--- src/pmuirq_pkg.sv ---
// Package for the always-on power-unit register block: offsets, fields, reset values, timing.
// Assumes a single 200 MHz system clock and a free-running slow oscillator tick.
// Overview of operation
// - Clock-select bit 0 gates the real-time clock, 0 gives no clock, 1 the 32 kHz oscillator, and it reads 1 after boot.
// - Bits 21:16 of the timer clock control register hold the 6-bit oscillator trim, loaded per device at boot.
// - Bits 23:22 of the timer clock control register select the oscillator current level, loaded per device at boot.
// - The 32 kHz oscillator runs whenever the always-on supply is present and no setting stops it.
// - Mask bit 0 enables brown-out interrupt signalling when set and resets to 0.
// - Mask bit 1 enables field-detect interrupt signalling when set and resets to 0.
// - The raw status register is read-only and shows each pending condition regardless of the mask.
// - In both status registers bit 0 is brown-out and bit 1 is field detect, reset 0, bits 31:2 read 0.
// - The masked status register is read-only and equals raw status ANDed with the mask.
// - Writing 1 to clear bit 0 clears the pending brown-out condition.
// - Writing 1 to clear bit 1 clears the pending field-detect condition.
// - The clear register is write-only and one write clears every selected condition at once.
// - A read of the power status register also clears both pending conditions.
// - Accesses are carried out on the slow oscillator tick and software waits for the ready flag before a new one.
package pmuirq_pkg;
  localparam logic [31:0] TIMER_CLOCK_CONTROL_ADDR = 32'h4003_802c;
  localparam logic [31:0] INTERRUPT_MASK_ADDR = 32'h4003_8030;
  localparam logic [31:0] RAW_INTERRUPT_STATUS_ADDR = 32'h4003_8034;
  localparam logic [31:0] MASKED_INTERRUPT_STATUS_ADDR = 32'h4003_8038;
  localparam logic [31:0] INTERRUPT_CLEAR_ADDR = 32'h4003_803c;

  localparam int RTC_CLOCK_SELECT_POS = 0;
  localparam int OSC_TRIM_LSB = 16;
  localparam int OSC_TRIM_W = 6;
  localparam int OSC_LEVEL_LSB = 22;
  localparam int OSC_LEVEL_W = 2;
  localparam int BROWNOUT_POS = 0;
  localparam int FIELD_POS = 1;
  localparam int IRQ_W = 2;

  localparam logic RTC_CLOCK_SELECT_RST = 1'h1;
  localparam logic [IRQ_W-1:0] MASK_RST = 2'h0;
  localparam logic [IRQ_W-1:0] PENDING_RST = 2'h0;
  localparam logic ACCESS_READY_RST = 1'h1;

  localparam longint unsigned CLK_HZ = 200_000_000;
  localparam longint unsigned LFO_HZ = 32_000;
  localparam int unsigned LFO_DIV_CYCLES = int'(CLK_HZ / LFO_HZ);

  typedef enum logic [1:0] {CMD_IDLE, CMD_WAIT, CMD_DONE} pmuirq_cmd_state_t;

  typedef struct packed {
    logic [31:0] addr;
    logic [31:0] data;
    logic is_write;
    logic addr_valid;
  } pmuirq_cmd_buf_t;
endpackage
--- src/pmuirq_ctrl.sv ---
// Always-on power-unit register block: timer clock control and two-source interrupt logic.
// Assumes bus inputs are synchronous to mclk_i and software waits for access_ready_o.
`timescale 1ns/1ps
module pmuirq_ctrl
  import pmuirq_pkg::*;
#(
  parameter int unsigned LFO_DIV = LFO_DIV_CYCLES
)
(
  input wire logic mclk_i,
  input wire logic rst_n_i,
  input wire logic bus_sel_i,
  input wire logic bus_write_i,
  input wire logic [31:0] bus_addr_i,
  input wire logic [31:0] bus_wdata_i,
  output logic [31:0] bus_rdata_o,
  output logic access_ready_o,
  input wire logic [OSC_TRIM_W-1:0] osc_trim_boot_i,
  input wire logic [OSC_LEVEL_W-1:0] osc_level_boot_i,
  input wire logic brownout_event_i,
  input wire logic field_event_i,
  input wire logic power_status_register_read_i,
  output logic rtc_clock_en_o,
  output logic [OSC_TRIM_W-1:0] osc_trim_value_o,
  output logic [OSC_LEVEL_W-1:0] osc_current_level_o,
  output logic irq_o
);
  logic lfo_tick;
  pmuirq_cmd_state_t state_r;
  pmuirq_cmd_state_t state_nxt;
  pmuirq_cmd_buf_t buf_r;
  pmuirq_cmd_buf_t buf_nxt;
  logic [31:0] rdata_nxt;
  logic ready_nxt;
  logic boot_done_r;
  logic boot_done_nxt;
  logic rtc_clock_select_r;
  logic rtc_clock_select_nxt;
  logic [OSC_TRIM_W-1:0] trim_nxt;
  logic [OSC_LEVEL_W-1:0] level_nxt;
  logic [IRQ_W-1:0] mask_r;
  logic [IRQ_W-1:0] mask_nxt;
  logic [IRQ_W-1:0] pend_r;
  logic [IRQ_W-1:0] pend_nxt;
  logic [IRQ_W-1:0] clr;
  logic [IRQ_W-1:0] events;
  logic rtc_nxt;
  logic irq_nxt;
  logic take;
  logic reread;
  logic exec;
  logic exec_wr;
  logic [31:0] reg_view;

  pmuirq_lfo_div #(
    .DIV(LFO_DIV)
  ) u_lfo (
    .mclk_i(mclk_i),
    .rst_n_i(rst_n_i),
    .tick_o(lfo_tick)
  );

  assign events = {field_event_i, brownout_event_i};

  always_comb
  begin
    reg_view = 32'h0000_0000;
    if (buf_r.addr == TIMER_CLOCK_CONTROL_ADDR)
    begin
      reg_view[RTC_CLOCK_SELECT_POS] = rtc_clock_select_r;
      reg_view[OSC_TRIM_LSB +: OSC_TRIM_W] = osc_trim_value_o;
      reg_view[OSC_LEVEL_LSB +: OSC_LEVEL_W] = osc_current_level_o;
    end
    else if (buf_r.addr == INTERRUPT_MASK_ADDR)
    begin
      reg_view[IRQ_W-1:0] = mask_r;
    end
    else if (buf_r.addr == RAW_INTERRUPT_STATUS_ADDR)
    begin
      reg_view[IRQ_W-1:0] = pend_r;
    end
    else if (buf_r.addr == MASKED_INTERRUPT_STATUS_ADDR)
    begin
      reg_view[IRQ_W-1:0] = pend_r & mask_r;
    end
  end

  // command buffer synchronised to the oscillator tick
  always_comb
  begin
    state_nxt = state_r;
    buf_nxt = buf_r;
    rdata_nxt = bus_rdata_o;
    take = 1'b0;
    reread = 1'b0;
    exec = 1'b0;
    if (state_r == CMD_IDLE && bus_sel_i)
    begin
      // A matching re-read is served from the buffer and ends the match, so a third read runs anew.
      if (!bus_write_i && buf_r.addr_valid && !buf_r.is_write && bus_addr_i == buf_r.addr)
      begin
        reread = 1'b1;
        rdata_nxt = buf_r.data;
        buf_nxt.addr_valid = 1'b0;
      end
      else
      begin
        take = 1'b1;
        buf_nxt.addr = bus_addr_i;
        buf_nxt.data = bus_wdata_i;
        buf_nxt.is_write = bus_write_i;
        buf_nxt.addr_valid = 1'b1;
        state_nxt = CMD_WAIT;
      end
    end
    else if (state_r == CMD_WAIT && lfo_tick)
    begin
      exec = 1'b1;
      if (!buf_r.is_write)
      begin
        buf_nxt.data = reg_view;
      end
      state_nxt = CMD_DONE;
    end
    else if (state_r == CMD_DONE && lfo_tick)
    begin
      state_nxt = CMD_IDLE;
    end
    ready_nxt = (state_nxt == CMD_IDLE);
  end

  assign exec_wr = exec && buf_r.is_write;

  // Register updates: bus writes act on the tick; boot load, events and the status-read clear act on any cycle.
  always_comb
  begin
    boot_done_nxt = 1'b1;
    rtc_clock_select_nxt = rtc_clock_select_r;
    trim_nxt = osc_trim_value_o;
    level_nxt = osc_current_level_o;
    mask_nxt = mask_r;
    clr = {IRQ_W{1'b0}};
    // device value caught after reset release
    if (!boot_done_r)
    begin
      trim_nxt = osc_trim_boot_i;
      level_nxt = osc_level_boot_i;
    end
    if (exec_wr && buf_r.addr == TIMER_CLOCK_CONTROL_ADDR)
    begin
      rtc_clock_select_nxt = buf_r.data[RTC_CLOCK_SELECT_POS];
      trim_nxt = buf_r.data[OSC_TRIM_LSB +: OSC_TRIM_W];
      level_nxt = buf_r.data[OSC_LEVEL_LSB +: OSC_LEVEL_W];
    end
    else if (exec_wr && buf_r.addr == INTERRUPT_MASK_ADDR)
    begin
      mask_nxt = buf_r.data[IRQ_W-1:0];
    end
    // write-one clear of all selected bits
    else if (exec_wr && buf_r.addr == INTERRUPT_CLEAR_ADDR)
    begin
      clr = buf_r.data[IRQ_W-1:0];
    end
    if (power_status_register_read_i)
    begin
      clr = {IRQ_W{1'b1}};
    end
    // Set wins over clear so an event in the clearing cycle is kept.
    pend_nxt = (pend_r & ~clr) | events;
    rtc_nxt = lfo_tick && rtc_clock_select_r;
    irq_nxt = |(pend_nxt & mask_nxt);
  end

  always_ff @(posedge mclk_i or negedge rst_n_i)
  begin
    if (!rst_n_i)
    begin
      state_r <= CMD_IDLE;
      buf_r <= '0;
      bus_rdata_o <= 32'h0000_0000;
      access_ready_o <= ACCESS_READY_RST;
      boot_done_r <= 1'b0;
      rtc_clock_select_r <= RTC_CLOCK_SELECT_RST;
      osc_trim_value_o <= '0;
      osc_current_level_o <= '0;
      mask_r <= MASK_RST;
      pend_r <= PENDING_RST;
      rtc_clock_en_o <= 1'b0;
      irq_o <= 1'b0;
    end
    else
    begin
      state_r <= state_nxt;
      buf_r <= buf_nxt;
      bus_rdata_o <= rdata_nxt;
      access_ready_o <= ready_nxt;
      boot_done_r <= boot_done_nxt;
      rtc_clock_select_r <= rtc_clock_select_nxt;
      osc_trim_value_o <= trim_nxt;
      osc_current_level_o <= level_nxt;
      mask_r <= mask_nxt;
      pend_r <= pend_nxt;
      rtc_clock_en_o <= rtc_nxt;
      irq_o <= irq_nxt;
    end
  end
endmodule

--- src/pmuirq_lfo_div.sv ---
// Free-running divider that models the slow oscillator as a one-cycle tick.
// Assumes the always-on supply is present whenever the clock runs.
`timescale 1ns/1ps
module pmuirq_lfo_div
  import pmuirq_pkg::*;
#(
  parameter int unsigned DIV = LFO_DIV_CYCLES
)
(
  input wire logic mclk_i,
  input wire logic rst_n_i,
  output logic tick_o
);
  logic [15:0] cnt_r;
  logic [15:0] cnt_nxt;
  logic tick_nxt;

  always_comb
  begin
    tick_nxt = (cnt_r == 16'(DIV - 1));
    cnt_nxt = tick_nxt ? 16'h0000 : cnt_r + 16'h0001;
  end

  always_ff @(posedge mclk_i or negedge rst_n_i)
  begin
    if (!rst_n_i)
    begin
      cnt_r <= 16'h0000;
      tick_o <= 1'b0;
    end
    else
    begin
      cnt_r <= cnt_nxt;
      tick_o <= tick_nxt;
    end
  end
endmodule

--- config.mk ---
export PLATFORM = sky130hd
export DESIGN_NAME = pmuirq_ctrl
export DESIGN_NICKNAME = d
export VERILOG_FILES = /design/src/pmuirq_pkg.sv /design/src/pmuirq_ctrl.sv /design/src/pmuirq_lfo_div.sv
export SDC_FILE = /design/constraint.sdc
export NUM_CORES = 1
export LEC_CHECK = 0
export ABC_AREA = 0
export BUFFER_PORTS_ARGS = -buffer_cell sky130_fd_sc_hd__buf_2
export CAP_MARGIN = 20
export CORE_ASPECT_RATIO = 1.75
export CORE_MARGIN = 10
export CORE_UTILIZATION = 35
export CTS_CLUSTER_DIAMETER = 60
export DETAILED_ROUTE_END_ITERATION = 8
export HOLD_SLACK_MARGIN = 0.02
export MAX_ROUTING_LAYER = met4
export PLACE_DENSITY_LB_ADDON = 0.08
export REMOVE_ABC_BUFFERS = 1
export SYNTH_ARGS = -nofsm -noshare
export SYNTH_HDL_FRONTEND = slang
export SYNTH_HIERARCHICAL = 1
export SYNTH_SLANG_ARGS = --single-unit
--- constraint.sdc ---
create_clock -name mclk_i -period 2.15 [get_ports mclk_i]
set_input_delay 0.43 -clock mclk_i [delete_from_list [all_inputs] [get_ports mclk_i]]
set_output_delay 0.43 -clock mclk_i [all_outputs]
set_load 0.005 [all_outputs]
# Yosys cells after proc, flatten, opt, wreduce, memory -nomap -nowiden
# Cells that the tools add are included.
[word_totals]
out_inout_bits = 43
in_bits = 79
ff_bits = 134
elab_cells = 84
[op_classes]
muxes = 28
reduce_logical = 20
n_bitwise = 6
n_addsub = 1
n_eq_ne = 12
[ops]
columns = ["cell", "n"]
rows = [
  ["== test 32 x 31 -> 1 bit, second input constant", 5],
  ["2-to-1 mux 32 bit", 3],
  ["2-to-1 mux 33 bit", 1],
  ["== test 32 bit", 1],
  ["2-to-1 mux 2 bit", 15],
  ["adder 16 x 1 -> 16 bit, second input constant", 1],
  ["== test 16 x 13 -> 1 bit, second input constant", 1],
  ["2-to-1 mux 16 bit", 1],
  ["2-to-1 mux 6 bit", 2],
  ["logical AND 1 bit", 11],
  ["2-to-1 mux 8 bit", 1],
  ["bitwise AND 2 bit", 3],
  ["2-to-1 mux 1 bit", 5],
  ["zero test 2 bit", 2],
  ["inequality test 2 x 1 -> 1 bit, second input constant", 2],
  ["AND reduction 2 bit", 2],
  ["AND reduction 3 bit", 1],
  ["== test 2 x 1 -> 1 bit, second input constant", 1],
  ["== test 2 bit, second input constant", 1],
  ["zero test 1 bit", 2],
  ["inequality test 2 bit, second input constant", 1],
  ["inverter 2 bit", 1],
  ["bitwise OR 2 bit", 1],
  ["nonzero test 2 bit", 1],
  ["2 further kinds", 2],
]

# Longest topological paths before layout
[logic_depth]
ltp_word = 15
ltp_mapped = 8
mapped_depth_nobuf = 6

# Cells and area by module
# Netlist, hierarchy kept.
[by_module_without_submodules]
columns = ["module", "instances", "cells_per_inst", "seq_area_each_um2", "area_per_inst_um2"]
rows = [
  ["pmuirq_ctrl", 1, 388, 2930.3, 5178.7],
  ["pmuirq_lfo_div", 1, 77, 425.4, 835.8],
]

# Least setup slack after synthesis
# No wires, ideal clock.
[synth_timing]
path_type = "input-to-reg"
startpoint = "in bus_addr_i[24]"
endpoint = "reg bus_rdata_o[10]"
n_path_buf = 2
required_time_ps = 2025
setup_time_ps = 125
cell_stages = 8
setup_slack_ps = 38
arrival_ps = 1987
cell_sequence = "xnor2_1 > nand4_1 > nor4_2 > nand4_2 > or2_1 > buf_2 > buf_6 > mux2_4"
[synth_between]
elab_chain_cells = 3
[synth_lines]
columns = ["item", "line_no", "rtl"]
rows = [
  ["from (decl)", "pmuirq_ctrl.sv:14", "input wire logic [31:0] bus_addr_i,"],
  ["== test 32 bit", "pmuirq_ctrl.sv:100", "if (!bus_write_i && buf_r.addr_valid && !buf_r.is_write && bus_addr_i == buf_r.addr)"],
  ["logical AND 1 bit", "pmuirq_ctrl.sv:100", ""],
  ["AND reduction 2 bit (no line)", "--", ""],
  ["to (signal assigned)", "pmuirq_ctrl.sv:195", "bus_rdata_o <= rdata_nxt;"],
  ["to (decl)", "pmuirq_ctrl.sv:16", "output logic [31:0] bus_rdata_o,"],
]
# No other way between the ends.
# A chain may end at the register's enable or synchronous reset.

# Worst setup path in the final report
[layout_timing]
startpoint = "reg buf_r[42] (netlist bit)"
endpoint = "reg buf_r[21] (netlist bit)"
[layout_between]
elab_chain_cells = 5
word_cells_on_any_way = 9
cone_classes = "eq/ne: 3; mux: 4; reduce/logical: 2"
[layout_lines]
columns = ["item", "line_no", "rtl"]
rows = [
  ["from (decl)", "pmuirq_ctrl.sv:31", "pmuirq_cmd_buf_t buf_r;"],
  ["from (signal assigned)", "pmuirq_ctrl.sv:194", "buf_r <= buf_nxt;"],
  ["== test 32 x 31 -> 1 bit", "pmuirq_ctrl.sv:68", "if (buf_r.addr == TIMER_CLOCK_CONTROL_ADDR)"],
  ["2-to-1 mux 8 bit", "pmuirq_ctrl.sv:68", ""],
  ["2-to-1 mux 32 bit", "pmuirq_ctrl.sv:119", "if (!buf_r.is_write)"],
  ["2-to-1 mux 32 bit", "pmuirq_ctrl.sv:116", "else if (state_r == CMD_WAIT && lfo_tick)"],
  ["2-to-1 mux 32 bit", "pmuirq_ctrl.sv:97", "if (state_r == CMD_IDLE && bus_sel_i)"],
]
# Parallel ways exist; a longest one is shown, timed or not. The select of a mux whose other input is x is not followed.

==> summary.txt <==
Outcome
  • Outcome: finished, violations left
  • Failing checks: negative setup slack

Place
  • Post-DP HPWL: 11700 µm
  • Final Wtd Congestion: 0.777
  • Pre-CTS worst setup slack: -0.324 ns
  • Port bufs: 121

Power
  • Total power: between 7 and 8 mW
  • Leak Pwr: 4.15 nW
  • Peak supply drop: 0.410 mV
  • PD cells: 923 nW/µm²

GRT
  • Congestion Overflow GR: 0
  • Total GRT Usage: 15.1%
  • Number of global-route vias before repair: 4832
  • First-pass GRT wire length: 26600 µm
  • Initial antenna violation count: 3
  • Largest net degree at the start of global routing: 55

Clocking
  • Clock Tree Root: clkbuf_16
  • Clk slew on worst S/H paths: roughly 0.060 ns
  • CTS tree: built
  • Worst-Skew Late Latency: roughly 0.42 ns
  • Number of CTS-inserted buffers: 17
  • CTS Buffer Depth: 2
  • H-tree depth: 4
  • Clock sinks: 134

Synth
  • Warnings, synthesis: 6
  • Post-synthesis cell count: ~470
  • Library cells used by synthesis: 52
  • Synth area leader: dfrtp_1
  • Syn Area/Cell: 12.9 µm²
  • Async SR Flop Fraction: 100%
  • Synth top area cells: dfrtp_1 55%, mux2_4 7.2%, xnor2_1 4.4%, mux2_1 4.1%, a22o_1 3.3%
  • Top FF cell, synth: dfrtp_1
  • Synth Cell Area: 6010 µm²
  • Seq/Total Area, Yosys: 55.8%
  • Post-synth top area share: 54.9%
  • Synth Register Bits: 134
  • Number of flops mapped to enable cells by yosys: 0

Layout
  • Layout area overhead: 37.9%
  • Final #Nets: 718
  • Filler cells: 1539
  • Share of layout cells above drive strength 1: 46.9%

Detailed routing
  • Drt total wl: 17000 µm
  • Final antenna-violating net count: 0
  • DR iter-0 viols: 182
  • Wire per inst: 19.4 µm
  • DRT Pass-1 Iters: 4
  • DRC: 0
  • Routed via count: 4334
  • Vias per cell: 4.93

Floorplanning
  • Die Y: just under 200 µm
  • Die width: 119 µm
  • Ports: 122
  • Initial Utilization: 35.5%
  • # rows: between 60 and 70
  • Die area: roughly 23000 µm²
  • Core ar.: 16900 µm²

STA
  • RSZ-0062 raised after global routing: true
  • Final Hold Fails: 0
  • Worst Tran Pin Value: 0.538 ns
  • Post-layout min period: 2.21 ns
  • Clock skew: 0.00664 ns
  • Pins Over Slew Limit: 0
  • Max Fclk: 0.452 GHz
  • Period utilization: 103%
  • Setup ws final: -0.0602 ns
  • Slew margin rel.: 64.1%
  • Final setup viols: 70
  • Worst hold margin: 0.223 ns
  • Post-route setup TNS: -1.91 ns

Setup path
  • CP max FO: 5
  • Setup CP Type: flop to flop
  • Crit start category: flop
  • R2R Setup Slk: -0.06 ns
  • Worst endpoint data arrival time: 2.57 ns
  • Endpoint type of the worst setup path: flop
  • CP required: 2.51 ns

Flow run
  • Max-Cap Viols: 0

Min path
  • Hold WC Path Type: input pin to flop
[path summary, 6_finish.rpt]
check / to / depth (start not counted) / startpoint
min reg2reg: rtc_clock_select_r / 2 / rtc_clock_select_r
min: pend_r[0] / 2 / brownout_event_i
max reg2reg: buf_r[21] / 9 / buf_r[42]
min in group asynchronous: bus_rdata_o[8] / 2 / rst_n_i
max: buf_r[21] / 9 / buf_r[42]
max in group asynchronous: access_ready_o / 3 / rst_n_i
[cell usage in the layout, fill, tap and decap left out, drive strengths merged, types with 8 or more instances in the layout]
| cell type | count |
|---|---|
| nand4 | 17 |
| clkbuf | 22 |
| mux2 | 67 |
| o21ai | 8 |
| nor2 | 16 |
| inv | 10 |
| nor3 | 9 |
| nand2 | 25 |
| a21oi | 13 |
| a31o | 10 |
| buf | 169 |
| nand3 | 10 |
| a22o | 23 |
| nor4 | 8 |
| dfrtp | 132 |
| xnor2 | 30 |
| and3 | 9 |
| xor2 | 12 |
| mux2i | 10 |
[where the power goes]
| part | switching, mW | total (mW) | internal [mW] | leakage, nW |
|---|---|---|---|---|
| Clock | 1.14 | 3.12 | 1.98 | 0.303 |
| Combinational | 0.505 | 1.28 | 0.775 | 2.13 |
| Sequential | 0.345 | 3.25 | 2.91 | 1.72 |
[metal layers]
metal	part of all wire, %	up-vias	global-route usage [%]
met5	0	-	-
met4	1.2	0	4.89
met3	5.1	11	4.61
met2	55	96	26.3
met1	39	2187	15.9
li1	-	2040	-
[per-stage QoR]
step / cell area (µm²) / cells / util (%)
after floorplan: 5900 / 444 / -
after global placement: 7180 / 833 / 42.3
after detailed placement: 7180 / 833 / 42.3
after CTS: 8040 / 871 / 47.4
after global routing: 8290 / 880 / 48.9
final: 8290 / 880 / 48.9
[layout make-up]
| type | count | area (µm²) | area share [%] |
|---|---|---|---|
| Clock inverter | 14 | 200 | 2.41 |
| Timing Repair Buffer | 174 | 1240 | 15.0 |
| Multi-Input combinational cell | 302 | 2730 | 32.9 |
| Antenna cell | 3 | 7.51 | 0.0905 |
| Inverter | 8 | 30.0 | 0.362 |
| Clock buffer | 18 | 439 | 5.30 |
| Sequential cell | 134 | 3360 | 40.5 |
| Tap cell | 227 | 284 | 3.42 |
[state kept, by name, summed over array words and instances, names as in the netlist]
name,count
osc_current_level_o,2
boot_done_r,1
osc_trim_value_o,6
state_r,2
u_lfo/cnt_r,16
pend_r,2
u_lfo/tick_o,1
access_ready_o,1
mask_r,2
rtc_clock_en_o,1
bus_rdata_o,32
buf_r,66
irq_o,1
rtc_clock_select_r,1
[kinds of logic (layout without fill, tap and decap cells)]
family,count (synthesis),count (layout),share of synthesized area [%]
xor gates and xnor gates,42,42,6.12
AOI/OAI and AO/OA,63,63,7.82
DFF,134,134,55.8
muxes,77,77,16.0
adders and majority gates,2,2,0.416
buffers and inverters,29,214,2.39
other,1,4,0.0623
and+or+nand+nor,117,117,11.4
[synthesized netlist by cell type (all sizes together), types with 2 or more instances]
| cell type | instances |
|---|---|
| clkbuf | 5 |
| or3 | 2 |
| and4 | 2 |
| nor4 | 8 |
| a21oi | 13 |
| mux2 | 67 |
| dfrtp | 132 |
| and3 | 9 |
| nor3 | 9 |
| nor2 | 16 |
| a31o | 10 |
| ha | 2 |
| mux2i | 10 |
| nor2b | 2 |
| xor2 | 12 |
| nor4b | 7 |
| xnor2 | 30 |
| nand3 | 10 |
| buf | 16 |
| a21o | 2 |
| a31oi | 2 |
| nand4 | 17 |
| o21ai | 8 |
| inv | 8 |
| dfstp | 2 |
| and2 | 4 |
| nand2 | 25 |
| a22o | 23 |
[critical path, stage by stage (launching register included)]
cell     delay, ns
dfrtp_1       0.42
nor4b_4       0.31
buf_4         0.15
nand4_1       0.15
buf_4         0.19
nor4b_4       0.34
buf_6         0.19
and3_4        0.19
a31o_4        0.09
mux2_4        0.13
[timing repair]
action	CTS	global route
gates cloned	3	5
hold buffers	1	0
setup buffers	2	1
endpoints found under the setup margin	104	104
pin swaps	7	10
endpoints found under the hold margin	49	0
gates resized for setup	27	32
Power figures use the tool's default switching activity.
